File: src/inc/dtc_consts.svh
// Register offsets, field positions, reset values and interval figures of the threshold block.
`ifndef DTC_CONSTS_SVH
`define DTC_CONSTS_SVH

`define DTC_ADDR_OP_REMOTE_ONE 8'h33
`define DTC_ADDR_OP_LOCAL 8'h34
`define DTC_ADDR_OP_REMOTE_TWO 8'h35
`define DTC_ADDR_CTRL_ONE 8'h36
`define DTC_ADDR_CTRL_TWO 8'h37
`define DTC_ADDR_LOCK 8'h40

`define DTC_RST_OP_POINT 8'h64
`define DTC_RST_CTRL_ONE 8'h00
`define DTC_RST_CTRL_TWO 8'h00
`define DTC_RST_TEMP 8'h80

`define DTC_CTRL_ONE_RW_MASK 8'hFD
`define DTC_BIT_R2_CODE_MSB 0
`define DTC_BIT_RSVD 1
`define DTC_BIT_CAPTURE_BASE 2
`define DTC_BIT_DYN_BASE 5
`define DTC_BIT_LOCK 0

`define DTC_LSB_R1_CODE 0
`define DTC_LSB_LOCAL_CODE 3
`define DTC_LSB_R2_CODE 6

`define DTC_DEC_BASE_CYCLES 11'h004
`define DTC_INC_BASE_CYCLES 11'h008

`endif

File: src/inc/dtc_pkg.sv
// Types shared by the threshold control block and its interval timer.
package dtc_pkg;

	typedef logic [7:0] dtc_byte_t;
	typedef logic [2:0] dtc_code_t;
	typedef logic [10:0] dtc_count_t;

	// Channel order everywhere: 0 remote one, 1 local, 2 remote two.
	typedef struct packed {
		logic [2:0] valid;
		logic [2:0][7:0] temp;
	} dtc_meas_t;

	typedef struct packed {
		logic [2:0] dyn_en;
		logic [2:0] dec_strobe;
		logic [2:0] inc_strobe;
	} dtc_adjust_t;

	typedef logic [2:0][7:0] dtc_op_t;

endpackage : dtc_pkg

File: src/design/dtc_threshold_ctrl.sv
// Dynamic threshold control registers one and two with operating points, capture and interval pacing.
`timescale 1ns/1ps
`include "dtc_consts.svh"

module dtc_threshold_ctrl
	import dtc_pkg::*;
(
	// Clock and reset.
	input wire logic mclk,
	input wire logic sys_rst,
	// Register port.
	input wire logic [7:0] reg_addr,
	input wire logic [7:0] reg_wdata,
	input wire logic reg_wr,
	input wire logic reg_rd,
	output logic [7:0] reg_rdata,
	// Thermal alert pin and measurements.
	input wire logic thermal_alert_pin_n,
	input wire logic monitor_tick,
	input wire dtc_meas_t meas,
	// Outputs to the fan control loop.
	output dtc_op_t op_point,
	output dtc_adjust_t adjust,
	output logic cfg_locked
);

	function automatic logic addr_is(input logic [7:0] addr, input logic [7:0] target);
		addr_is = (addr == target);
	endfunction : addr_is

	dtc_byte_t ctrl_one;
	dtc_byte_t ctrl_two;
	dtc_byte_t next_ctrl_one;
	dtc_byte_t next_ctrl_two;
	dtc_byte_t read_mux;
	dtc_op_t latest_temp;
	dtc_op_t next_op_point;
	dtc_code_t code [3];
	logic alert_prev_n;
	logic alert_edge;
	logic wr_ctrl_one;
	logic wr_ctrl_two;
	logic wr_lock;
	logic [2:0] wr_op;
	logic [2:0] capture;
	logic [2:0] dec_strobe;
	logic [2:0] inc_strobe;

	assign wr_ctrl_one = reg_wr && !cfg_locked && addr_is(reg_addr, `DTC_ADDR_CTRL_ONE);
	assign wr_ctrl_two = reg_wr && !cfg_locked && addr_is(reg_addr, `DTC_ADDR_CTRL_TWO);
	assign wr_lock = reg_wr && addr_is(reg_addr, `DTC_ADDR_LOCK) && reg_wdata[`DTC_BIT_LOCK];
	assign wr_op[0] = reg_wr && !cfg_locked && addr_is(reg_addr, `DTC_ADDR_OP_REMOTE_ONE);
	assign wr_op[1] = reg_wr && !cfg_locked && addr_is(reg_addr, `DTC_ADDR_OP_LOCAL);
	assign wr_op[2] = reg_wr && !cfg_locked && addr_is(reg_addr, `DTC_ADDR_OP_REMOTE_TWO);

	assign next_ctrl_one = wr_ctrl_one ? (reg_wdata & `DTC_CTRL_ONE_RW_MASK) : ctrl_one;
	assign next_ctrl_two = wr_ctrl_two ? reg_wdata : ctrl_two;

	assign alert_edge = alert_prev_n && !thermal_alert_pin_n;

	assign code[0] = ctrl_two[`DTC_LSB_R1_CODE +: 3];
	assign code[1] = ctrl_two[`DTC_LSB_LOCAL_CODE +: 3];
	assign code[2] = {ctrl_one[`DTC_BIT_R2_CODE_MSB], ctrl_two[`DTC_LSB_R2_CODE +: 2]};

	assign read_mux =
		addr_is(reg_addr, `DTC_ADDR_CTRL_ONE) ? ctrl_one :
		addr_is(reg_addr, `DTC_ADDR_CTRL_TWO) ? ctrl_two :
		addr_is(reg_addr, `DTC_ADDR_OP_REMOTE_ONE) ? op_point[0] :
		addr_is(reg_addr, `DTC_ADDR_OP_LOCAL) ? op_point[1] :
		addr_is(reg_addr, `DTC_ADDR_OP_REMOTE_TWO) ? op_point[2] :
		addr_is(reg_addr, `DTC_ADDR_LOCK) ? {7'h00, cfg_locked} : 8'h00;

	genvar ch;
	generate
		for (ch = 0; ch < 3; ch++) begin : g_chan
			assign capture[ch] = alert_edge && ctrl_one[`DTC_BIT_CAPTURE_BASE + ch];
			assign next_op_point[ch] = capture[ch] ? latest_temp[ch] :
				wr_op[ch] ? reg_wdata : op_point[ch];

			always_ff @(posedge mclk) begin
				if (sys_rst) begin
					latest_temp[ch] <= `DTC_RST_TEMP;
					op_point[ch] <= `DTC_RST_OP_POINT;
				end else begin
					if (meas.valid[ch]) begin
						latest_temp[ch] <= meas.temp[ch];
					end
					op_point[ch] <= next_op_point[ch];
				end
			end

			dtc_interval_timer u_timer (
				.mclk(mclk),
				.sys_rst(sys_rst),
				.enable(ctrl_one[`DTC_BIT_DYN_BASE + ch]),
				.monitor_tick(monitor_tick),
				.code(code[ch]),
				.dec_strobe(dec_strobe[ch]),
				.inc_strobe(inc_strobe[ch])
			);

			a_capture_copies: assert property (@(posedge mclk) disable iff (sys_rst)
				capture[ch] |=> op_point[ch] == $past(latest_temp[ch]))
				else $error("Operating point missed the captured temperature");

			a_capture_blocked: assert property (@(posedge mclk) disable iff (sys_rst)
				alert_edge && !ctrl_one[`DTC_BIT_CAPTURE_BASE + ch] && !wr_op[ch]
				|=> $stable(op_point[ch]))
				else $error("Operating point changed with capture disabled");

			a_latest_tracks: assert property (@(posedge mclk) disable iff (sys_rst)
				meas.valid[ch] |=> latest_temp[ch] == $past(meas.temp[ch]))
				else $error("Completed measurement not stored");

			a_op_write_lands: assert property (@(posedge mclk) disable iff (sys_rst)
				wr_op[ch] && !capture[ch] |=> op_point[ch] == $past(reg_wdata))
				else $error("Operating point write lost");
		end
	endgenerate

	assign adjust.dyn_en = ctrl_one[`DTC_BIT_DYN_BASE +: 3];
	assign adjust.dec_strobe = dec_strobe;
	assign adjust.inc_strobe = inc_strobe;

	always_ff @(posedge mclk) begin
		if (sys_rst) begin
			ctrl_one <= `DTC_RST_CTRL_ONE;
			ctrl_two <= `DTC_RST_CTRL_TWO;
			alert_prev_n <= 1'b1;
			cfg_locked <= 1'b0;
			reg_rdata <= 8'h00;
		end else begin
			ctrl_one <= next_ctrl_one;
			ctrl_two <= next_ctrl_two;
			alert_prev_n <= thermal_alert_pin_n;
			cfg_locked <= cfg_locked || wr_lock;
			reg_rdata <= reg_rd ? read_mux : 8'h00;
		end
	end

	a_lock_holds: assert property (@(posedge mclk) disable iff (sys_rst)
		cfg_locked && reg_wr |=> $stable(ctrl_one) && $stable(ctrl_two))
		else $error("Locked control register was written");

	a_lock_sticky: assert property (@(posedge mclk) disable iff (sys_rst)
		cfg_locked |=> cfg_locked [*3])
		else $error("Lock bit cleared without reset");

	a_rsvd_zero: assert property (@(posedge mclk) disable iff (sys_rst)
		reg_rd && addr_is(reg_addr, `DTC_ADDR_CTRL_ONE) |=> reg_rdata[`DTC_BIT_RSVD] == 1'b0)
		else $error("Reserved bit read as one");

	a_code_msb_write: assert property (@(posedge mclk) disable iff (sys_rst)
		wr_ctrl_one |=> code[2][2] == $past(reg_wdata[`DTC_BIT_R2_CODE_MSB]))
		else $error("Remote two code MSB not taken from write");

	a_once_per_event: assert property (@(posedge mclk) disable iff (sys_rst)
		!thermal_alert_pin_n && !alert_prev_n |-> capture == 3'b000)
		else $error("Capture repeated during one assertion");

	a_dyn_off_quiet: assert property (@(posedge mclk) disable iff (sys_rst)
		!adjust.dyn_en[2] ##1 !adjust.dyn_en[2] |-> !adjust.dec_strobe[2] && !adjust.inc_strobe[2])
		else $error("Remote two adjusts while disabled");

	a_read_op_point: assert property (@(posedge mclk) disable iff (sys_rst)
		reg_rd && addr_is(reg_addr, `DTC_ADDR_OP_LOCAL) |=> reg_rdata == $past(op_point[1]))
		else $error("Local operating point read mismatch");

	a_rdata_one_cycle: assert property (@(posedge mclk) disable iff (sys_rst)
		!reg_rd |=> reg_rdata == 8'h00)
		else $error("Read data outside its cycle");

	a_ctrl_one_write: assert property (@(posedge mclk) disable iff (sys_rst)
		wr_ctrl_one |=> ctrl_one == ($past(reg_wdata) & `DTC_CTRL_ONE_RW_MASK))
		else $error("Control register one write lost");

	a_ctrl_one_hold: assert property (@(posedge mclk) disable iff (sys_rst)
		!wr_ctrl_one |=> $stable(ctrl_one))
		else $error("Control register one changed without a write");

	a_ctrl_two_write: assert property (@(posedge mclk) disable iff (sys_rst)
		wr_ctrl_two |=> ctrl_two == $past(reg_wdata))
		else $error("Control register two write lost");

	a_ctrl_two_hold: assert property (@(posedge mclk) disable iff (sys_rst)
		!wr_ctrl_two |=> $stable(ctrl_two))
		else $error("Control register two changed without a write");

	a_rsvd_never_set: assert property (@(posedge mclk) disable iff (sys_rst)
		ctrl_one[`DTC_BIT_RSVD] == 1'b0)
		else $error("Reserved bit stored as one");

	a_code_lsb_write: assert property (@(posedge mclk) disable iff (sys_rst)
		wr_ctrl_two |=> code[2][1:0] == $past(reg_wdata[`DTC_LSB_R2_CODE +: 2]))
		else $error("Remote two code low bits not taken from write");

	a_r1_capture: assert property (@(posedge mclk) disable iff (sys_rst)
		$fell(thermal_alert_pin_n) && ctrl_one[`DTC_BIT_CAPTURE_BASE]
		|=> op_point[0] == $past(latest_temp[0]))
		else $error("Remote one temperature not captured");

	a_local_capture: assert property (@(posedge mclk) disable iff (sys_rst)
		$fell(thermal_alert_pin_n) && ctrl_one[`DTC_BIT_CAPTURE_BASE + 1]
		|=> op_point[1] == $past(latest_temp[1]))
		else $error("Local temperature not captured");

	a_r2_capture: assert property (@(posedge mclk) disable iff (sys_rst)
		$fell(thermal_alert_pin_n) && ctrl_one[`DTC_BIT_CAPTURE_BASE + 2]
		|=> op_point[2] == $past(latest_temp[2]))
		else $error("Remote two temperature not captured");

	a_r1_keep: assert property (@(posedge mclk) disable iff (sys_rst)
		!ctrl_one[`DTC_BIT_CAPTURE_BASE] && !wr_op[0] |=> $stable(op_point[0]))
		else $error("Remote one operating point moved while capture disabled");

	a_local_keep: assert property (@(posedge mclk) disable iff (sys_rst)
		!ctrl_one[`DTC_BIT_CAPTURE_BASE + 1] && !wr_op[1] |=> $stable(op_point[1]))
		else $error("Local operating point moved while capture disabled");

	a_r2_keep: assert property (@(posedge mclk) disable iff (sys_rst)
		!ctrl_one[`DTC_BIT_CAPTURE_BASE + 2] && !wr_op[2] |=> $stable(op_point[2]))
		else $error("Remote two operating point moved while capture disabled");

	a_once_held: assert property (@(posedge mclk) disable iff (sys_rst)
		!alert_prev_n && !thermal_alert_pin_n && wr_op == 3'b000 |=> $stable(op_point))
		else $error("Operating point moved while the pin stayed asserted");

	a_lock_set: assert property (@(posedge mclk) disable iff (sys_rst)
		wr_lock |=> cfg_locked)
		else $error("Lock write did not set the lock");

	a_lock_stops_op: assert property (@(posedge mclk) disable iff (sys_rst)
		cfg_locked && capture == 3'b000 |=> $stable(op_point))
		else $error("Locked operating point was written");

	a_lock_read: assert property (@(posedge mclk) disable iff (sys_rst)
		reg_rd && addr_is(reg_addr, `DTC_ADDR_LOCK) |=> reg_rdata == {7'h00, $past(cfg_locked)})
		else $error("Lock state read mismatch");

	a_read_ctrl_one: assert property (@(posedge mclk) disable iff (sys_rst)
		reg_rd && addr_is(reg_addr, `DTC_ADDR_CTRL_ONE) |=> reg_rdata == $past(ctrl_one))
		else $error("Control register one read mismatch");

	a_read_ctrl_two: assert property (@(posedge mclk) disable iff (sys_rst)
		reg_rd && addr_is(reg_addr, `DTC_ADDR_CTRL_TWO) |=> reg_rdata == $past(ctrl_two))
		else $error("Control register two read mismatch");

	a_read_op_r1: assert property (@(posedge mclk) disable iff (sys_rst)
		reg_rd && addr_is(reg_addr, `DTC_ADDR_OP_REMOTE_ONE)
		|=> reg_rdata == $past(op_point[0]))
		else $error("Remote one operating point read mismatch");

	a_read_op_r2: assert property (@(posedge mclk) disable iff (sys_rst)
		reg_rd && addr_is(reg_addr, `DTC_ADDR_OP_REMOTE_TWO)
		|=> reg_rdata == $past(op_point[2]))
		else $error("Remote two operating point read mismatch");

	a_dyn_written: assert property (@(posedge mclk) disable iff (sys_rst)
		wr_ctrl_one |=> adjust.dyn_en == $past(reg_wdata[`DTC_BIT_DYN_BASE +: 3]))
		else $error("Dynamic enables not taken from write");

	a_r1_dyn_quiet: assert property (@(posedge mclk) disable iff (sys_rst)
		!adjust.dyn_en[0] ##1 !adjust.dyn_en[0]
		|-> !adjust.dec_strobe[0] && !adjust.inc_strobe[0])
		else $error("Remote one adjusts while disabled");

	a_local_dyn_quiet: assert property (@(posedge mclk) disable iff (sys_rst)
		!adjust.dyn_en[1] ##1 !adjust.dyn_en[1]
		|-> !adjust.dec_strobe[1] && !adjust.inc_strobe[1])
		else $error("Local channel adjusts while disabled");

	a_r2_needs_en: assert property (@(posedge mclk) disable iff (sys_rst)
		adjust.dec_strobe[2] || adjust.inc_strobe[2] |-> $past(adjust.dyn_en[2]))
		else $error("Remote two strobe without its enable");

	a_strobe_on_tick: assert property (@(posedge mclk) disable iff (sys_rst)
		(adjust.dec_strobe | adjust.inc_strobe) != 3'b000 |-> $past(monitor_tick))
		else $error("Adjustment strobe without a monitoring tick");

	a_dec_inc_apart: assert property (@(posedge mclk) disable iff (sys_rst)
		(adjust.dec_strobe & adjust.inc_strobe) == 3'b000)
		else $error("Decrease and increase strobes together");

endmodule : dtc_threshold_ctrl

File: src/design/dtc_interval_timer.sv
// Interval timer that paces threshold decrease and increase steps for one channel.
`timescale 1ns/1ps
`include "dtc_consts.svh"

module dtc_interval_timer
	import dtc_pkg::*;
(
	// Clock and reset.
	input wire logic mclk,
	input wire logic sys_rst,
	// Pacing control.
	input wire logic enable,
	input wire logic monitor_tick,
	input wire dtc_code_t code,
	// Adjustment strobes.
	output logic dec_strobe,
	output logic inc_strobe
);

	dtc_count_t count;
	dtc_count_t next_count;
	dtc_count_t dec_last;
	dtc_count_t inc_last;
	logic at_dec;
	logic at_inc;

	assign dec_last = dtc_count_t'((`DTC_DEC_BASE_CYCLES << code) - 11'h001);
	assign inc_last = dtc_count_t'((`DTC_INC_BASE_CYCLES << code) - 11'h001);
	assign at_dec = monitor_tick && (count == dec_last);
	assign at_inc = monitor_tick && (count == inc_last);
	assign next_count = !enable ? 11'h000 :
		at_inc ? 11'h000 :
		monitor_tick ? dtc_count_t'(count + 11'h001) : count;

	always_ff @(posedge mclk) begin
		if (sys_rst) begin
			count <= 11'h000;
			dec_strobe <= 1'b0;
			inc_strobe <= 1'b0;
		end else begin
			count <= next_count;
			dec_strobe <= enable && at_dec;
			inc_strobe <= enable && at_inc;
		end
	end

	a_dec_at_count: assert property (@(posedge mclk) disable iff (sys_rst)
		dec_strobe |-> $past(monitor_tick) && $past(count) == $past(dec_last))
		else $error("Decrease strobe off its interval");

	a_idle_disabled: assert property (@(posedge mclk) disable iff (sys_rst)
		!enable ##1 !enable |-> count == 11'h000 && !dec_strobe && !inc_strobe)
		else $error("Timer runs while disabled");

endmodule : dtc_interval_timer

File: config.mk
export PLATFORM = sky130hd
export DESIGN_NAME = dtc_threshold_ctrl
export DESIGN_NICKNAME = d
export VERILOG_FILES = /design/src/inc/dtc_pkg.sv /design/src/design/dtc_threshold_ctrl.sv /design/src/design/dtc_interval_timer.sv
export VERILOG_INCLUDE_DIRS = /design/src /design/src/inc
export SDC_FILE = /design/constraint.sdc
export NUM_CORES = 1
export LEC_CHECK = 0
export BUFFER_PORTS_ARGS = -buffer_cell sky130_fd_sc_hd__buf_2
export CORE_UTILIZATION = 53
export DETAILED_ROUTE_END_ITERATION = 7
export GPL_TIMING_DRIVEN = 1
export PLACE_DENSITY_LB_ADDON = 0.3
export SETUP_SLACK_MARGIN = 0.1
export SYNTH_ARGS = -nofsm -noshare
export SYNTH_HDL_FRONTEND = slang
export SYNTH_SLANG_ARGS = --single-unit
export TNS_END_PERCENT = 10
File: constraint.sdc
create_clock -name mclk -period 3.1 [get_ports mclk]
set_input_delay 0.31 -clock mclk [delete_from_list [all_inputs] [get_ports mclk]]
set_output_delay 0.31 -clock mclk [all_outputs]
set_load 0.03 [all_outputs]
==> flow_metrics.py <==
metrics = {
    "detailed_routing": {
        "routedWlPerCell_um": 16.5,
        "dr.pass1.iters": 5,
        "drtAntennaViolNets": 0,
        "viasPerCell": 5.89,
        "wl_mm": 14.7,
        "vias": 5238,
        "drcViolationCount": 0,
        "dr.first_iter.drc_count": 390,
    },
    "final_layout": {
        "fin_cells": 889,
        "antenna_cells": 0,
        "fin_nets": 797,
        "fin_area_um2": 6500,
        "syn_to_final_growth_pct": 9.72,
        "final_layout_size_suffix_gt1_share_pct": 17.4,
    },
    "sta": {
        "setup_viol": 0,
        "slew_headroom_pct": 53.0,
        "tns_ns": 0,
        "rsz0062_at_grt": "no",
        "skew_ns": 0.0175,
        "period_needed_ns": 2.74,
        "tightest_slew_ns": 0.704,
        "hold_viol": 0,
        "post-route-period-util_pct": 88.3,
        "fmaxAchievable_mhz": 365,
        "slew_viol_final": 0,
    },
    "worst_setup_path": {
        "crit_path_start_kind": "flop",
        "cp_data_arrival_time_ns": 3.00,
        "worstSetupEndpointType": "flop",
        "cp_slowest_cell": "or4_1",
        "critPathMaxStageDelay_ns": 0.52,
        "path_cells": "or3_1 -> ha_2 -> xor2_1 -> nand3_1 -> or4_1 -> nor4_2 -> buf_4 -> nor3_1",
        "cp_max_fo": 17,
        "crit_type": "reg -> reg",
        "cp.required_ns": 3.36,
    },
    "synthesis": {
        "synthXorXnorAreaFrac_pct": 6.36,
        "ys_seq_area_share_pct": 37.9,
        "synth_common_cells": "dfxtp_1 (112), nor2_1 (79), nand2_1 (65), mux2i_1 (61), clkbuf_1 (45)",
        "async_flop_share_pct": 0,
        "synth_simple_gate_area_share_pct": 22.4,
        "synth_top_area_cell": "dfxtp_1",
        "synth_top_family_by_area": "simple AND/OR/NAND/NOR gates",
        "syn-num-nets": 755,
        "synth_mux_area_share_pct": 10.5,
        "synth_adder_area_share_pct": 0.845,
        "synth_top_area_share_pct": 37.9,
        "ys_seq_elements": 112,
        "yosys.cell_types.count": 68,
        "synthTopCellsByArea": "dfxtp_1 (38%), mux2i_1 (10%), nor2_1 (5.0%)",
        "syn_area_per_cell_um2": 8.43,
        "synth-edff-count": 0,
        "synth.most_common_cell": "dfxtp_1",
        "yosysWarnings": 0,
        "syn_inst": 702,
        "synth_compound_area_share_pct": 15.8,
        "synth_ff_type": "dfxtp_1",
        "synth_area_um2": 5920,
    },
    "pwr": {
        "peakVddDrop_uv": 360,
        "power.density_nw_per_um2": 383,
        "p_leak_uw": 0.00261,
    },
    "flow_run": {
        "cap_violations": 0,
    },
    "floorplan": {
        "rows": 38,
        "core_area_um2": 10800,
        "io_pins": 91,
        "die-area_um2": 11600,
        "fp.dieW_um": 108,
        "die_y_um": 108,
        "start_util_pct": 54.6,
    },
    "clock_tree": {
        "root_buffer": "clkbuf_8",
        "cts.sinks": 112,
        "path_clk_slew_ns": 0.11,
        "cts_max_level": 3,
        "numCtsBuffers": 9,
        "cts_setup_buffers": 0,
        "clockBufferDepth": 2,
        "cts_tree": "built",
        "clk_latency_ns": 0.40,
    },
    "grt": {
        "grt_pass1_wl_mm": 23.9,
        "grt_max_degree": 52,
        "grt_pass1_vias": 4903,
        "grt_use_total_pct": 26.5,
        "antenna_found_initial": 0,
        "overflow": 0,
    },
    "place": {
        "post_dp_cell_area_um2": 6300,
        "placed_cells": 873,
        "port_buffers": 90,
        "dp_hpwl_mm": 10.6,
        "gp_congestion": 0.866,
    },
    "worst_hold_path": {
        "hp-class": "in -> reg",
    },
    "status": {
        "status": "complete, no violations",
    },
}
worst paths after layout:
check,startpoint,endpoint,slack [ns],cells after the start
max,ctrl_two[7],g_chan[2].u_timer.count[1],0.36,8
min,meas[23],latest_temp[23],0.12,3
max reg2reg,ctrl_two[7],g_chan[2].u_timer.count[1],0.36,8
min reg2reg,latest_temp[23],latest_temp[23],0.49,2
per-layer routing:
metal	part of all wire, %	vias up	track usage [%]
met5	0	-	0
met2	48	179	43.6
met3	6.5	30	7.14
met4	2.6	0	9.59
li1	-	2578	-
met1	43	2451	33.0
sequential cells by signal, indices dropped and copies added (netlist names):
| register | count |
|---|---|
| g_chan.u_timer.count | 33 |
| latest_temp | 24 |
| op_point | 24 |
| ctrl_two | 8 |
| reg_rdata | 8 |
| ctrl_one | 7 |
| g_chan.u_timer.dec_strobe | 3 |
| g_chan.u_timer.inc_strobe | 3 |
| alert_prev_n | 1 |
| cfg_locked | 1 |
worst max-delay path: cells and delay by family (launching register included):
family | cells | cell delay [ns]
adder cells (fa/ha/maj) | 1 | 0.37
AND/OR/NAND/NOR | 5 | 1.39
buffers and inverters | 1 | 0.21
flip-flops | 1 | 0.48
XOR/XNOR | 1 | 0.16
per-stage QoR:
stage	utilization, %	power [uW]	worst slack, ns	hold slack [ns]
final	59.9	2490	0.361	0.122
after global routing	59.9	2590	0.175	0.105
after CTS	59.9	2510	0.253	0.108
after detailed placement	58.1	1670	0.282	0.460
after global placement	58.1	1660	0.467	0.461
after floorplan	-	1600	0.594	0.417
cell type report:
class,instances,area [um^2]
multi-input combinational,507,3310
tap,140,175
clock buffer,12,155
clock inverter,4,35.0
timing repair buffer,99,518
inverter,15,56.3
sequential,112,2240
fill,970,4340
power by group:
| part | internal, uW | total [uW] | switching [uW] | leakage [uW] |
|---|---|---|---|---|
| sequential | 1460 | 1470 | 12.6 | 0.000907 |
| clock | 345 | 855 | 509 | 0.0000911 |
| combinational | 66.1 | 164 | 98.3 | 0.00161 |
what timing repair did:
action,CTS,global route
resized for setup,0,1
setup endpoints to repair,0,1
hold buffers,0,0
logic make-up (layout without fill, tap and decap cells):
kind of cell / Yosys count / after routing
buf+inv: 83 / 130
simple gates: 264 / 264
xor+xnor: 43 / 43
flops: 112 / 112
fa+ha+maj: 4 / 4
mux: 62 / 62
compound gates: 134 / 134
layout by cell type, fill, tap and decap left out, types with 5 or more instances in the layout:
master	n
dfxtp_1	112
buf_2	90
nor2_1	79
nand2_1	65
mux2i_1	61
o21ai_0	36
nor3_1	32
xnor2_1	28
a21oi_1	24
a211oi_1	18
nand3_1	18
xor2_1	15
inv_1	14
nor2b_1	11
clkbuf_8	11
nand4_1	9
buf_4	9
or3_1	7
nand2b_1	6
nand3b_1	5
and3_1	5
o22ai_1	5
(Power assumes the default switching activity.)
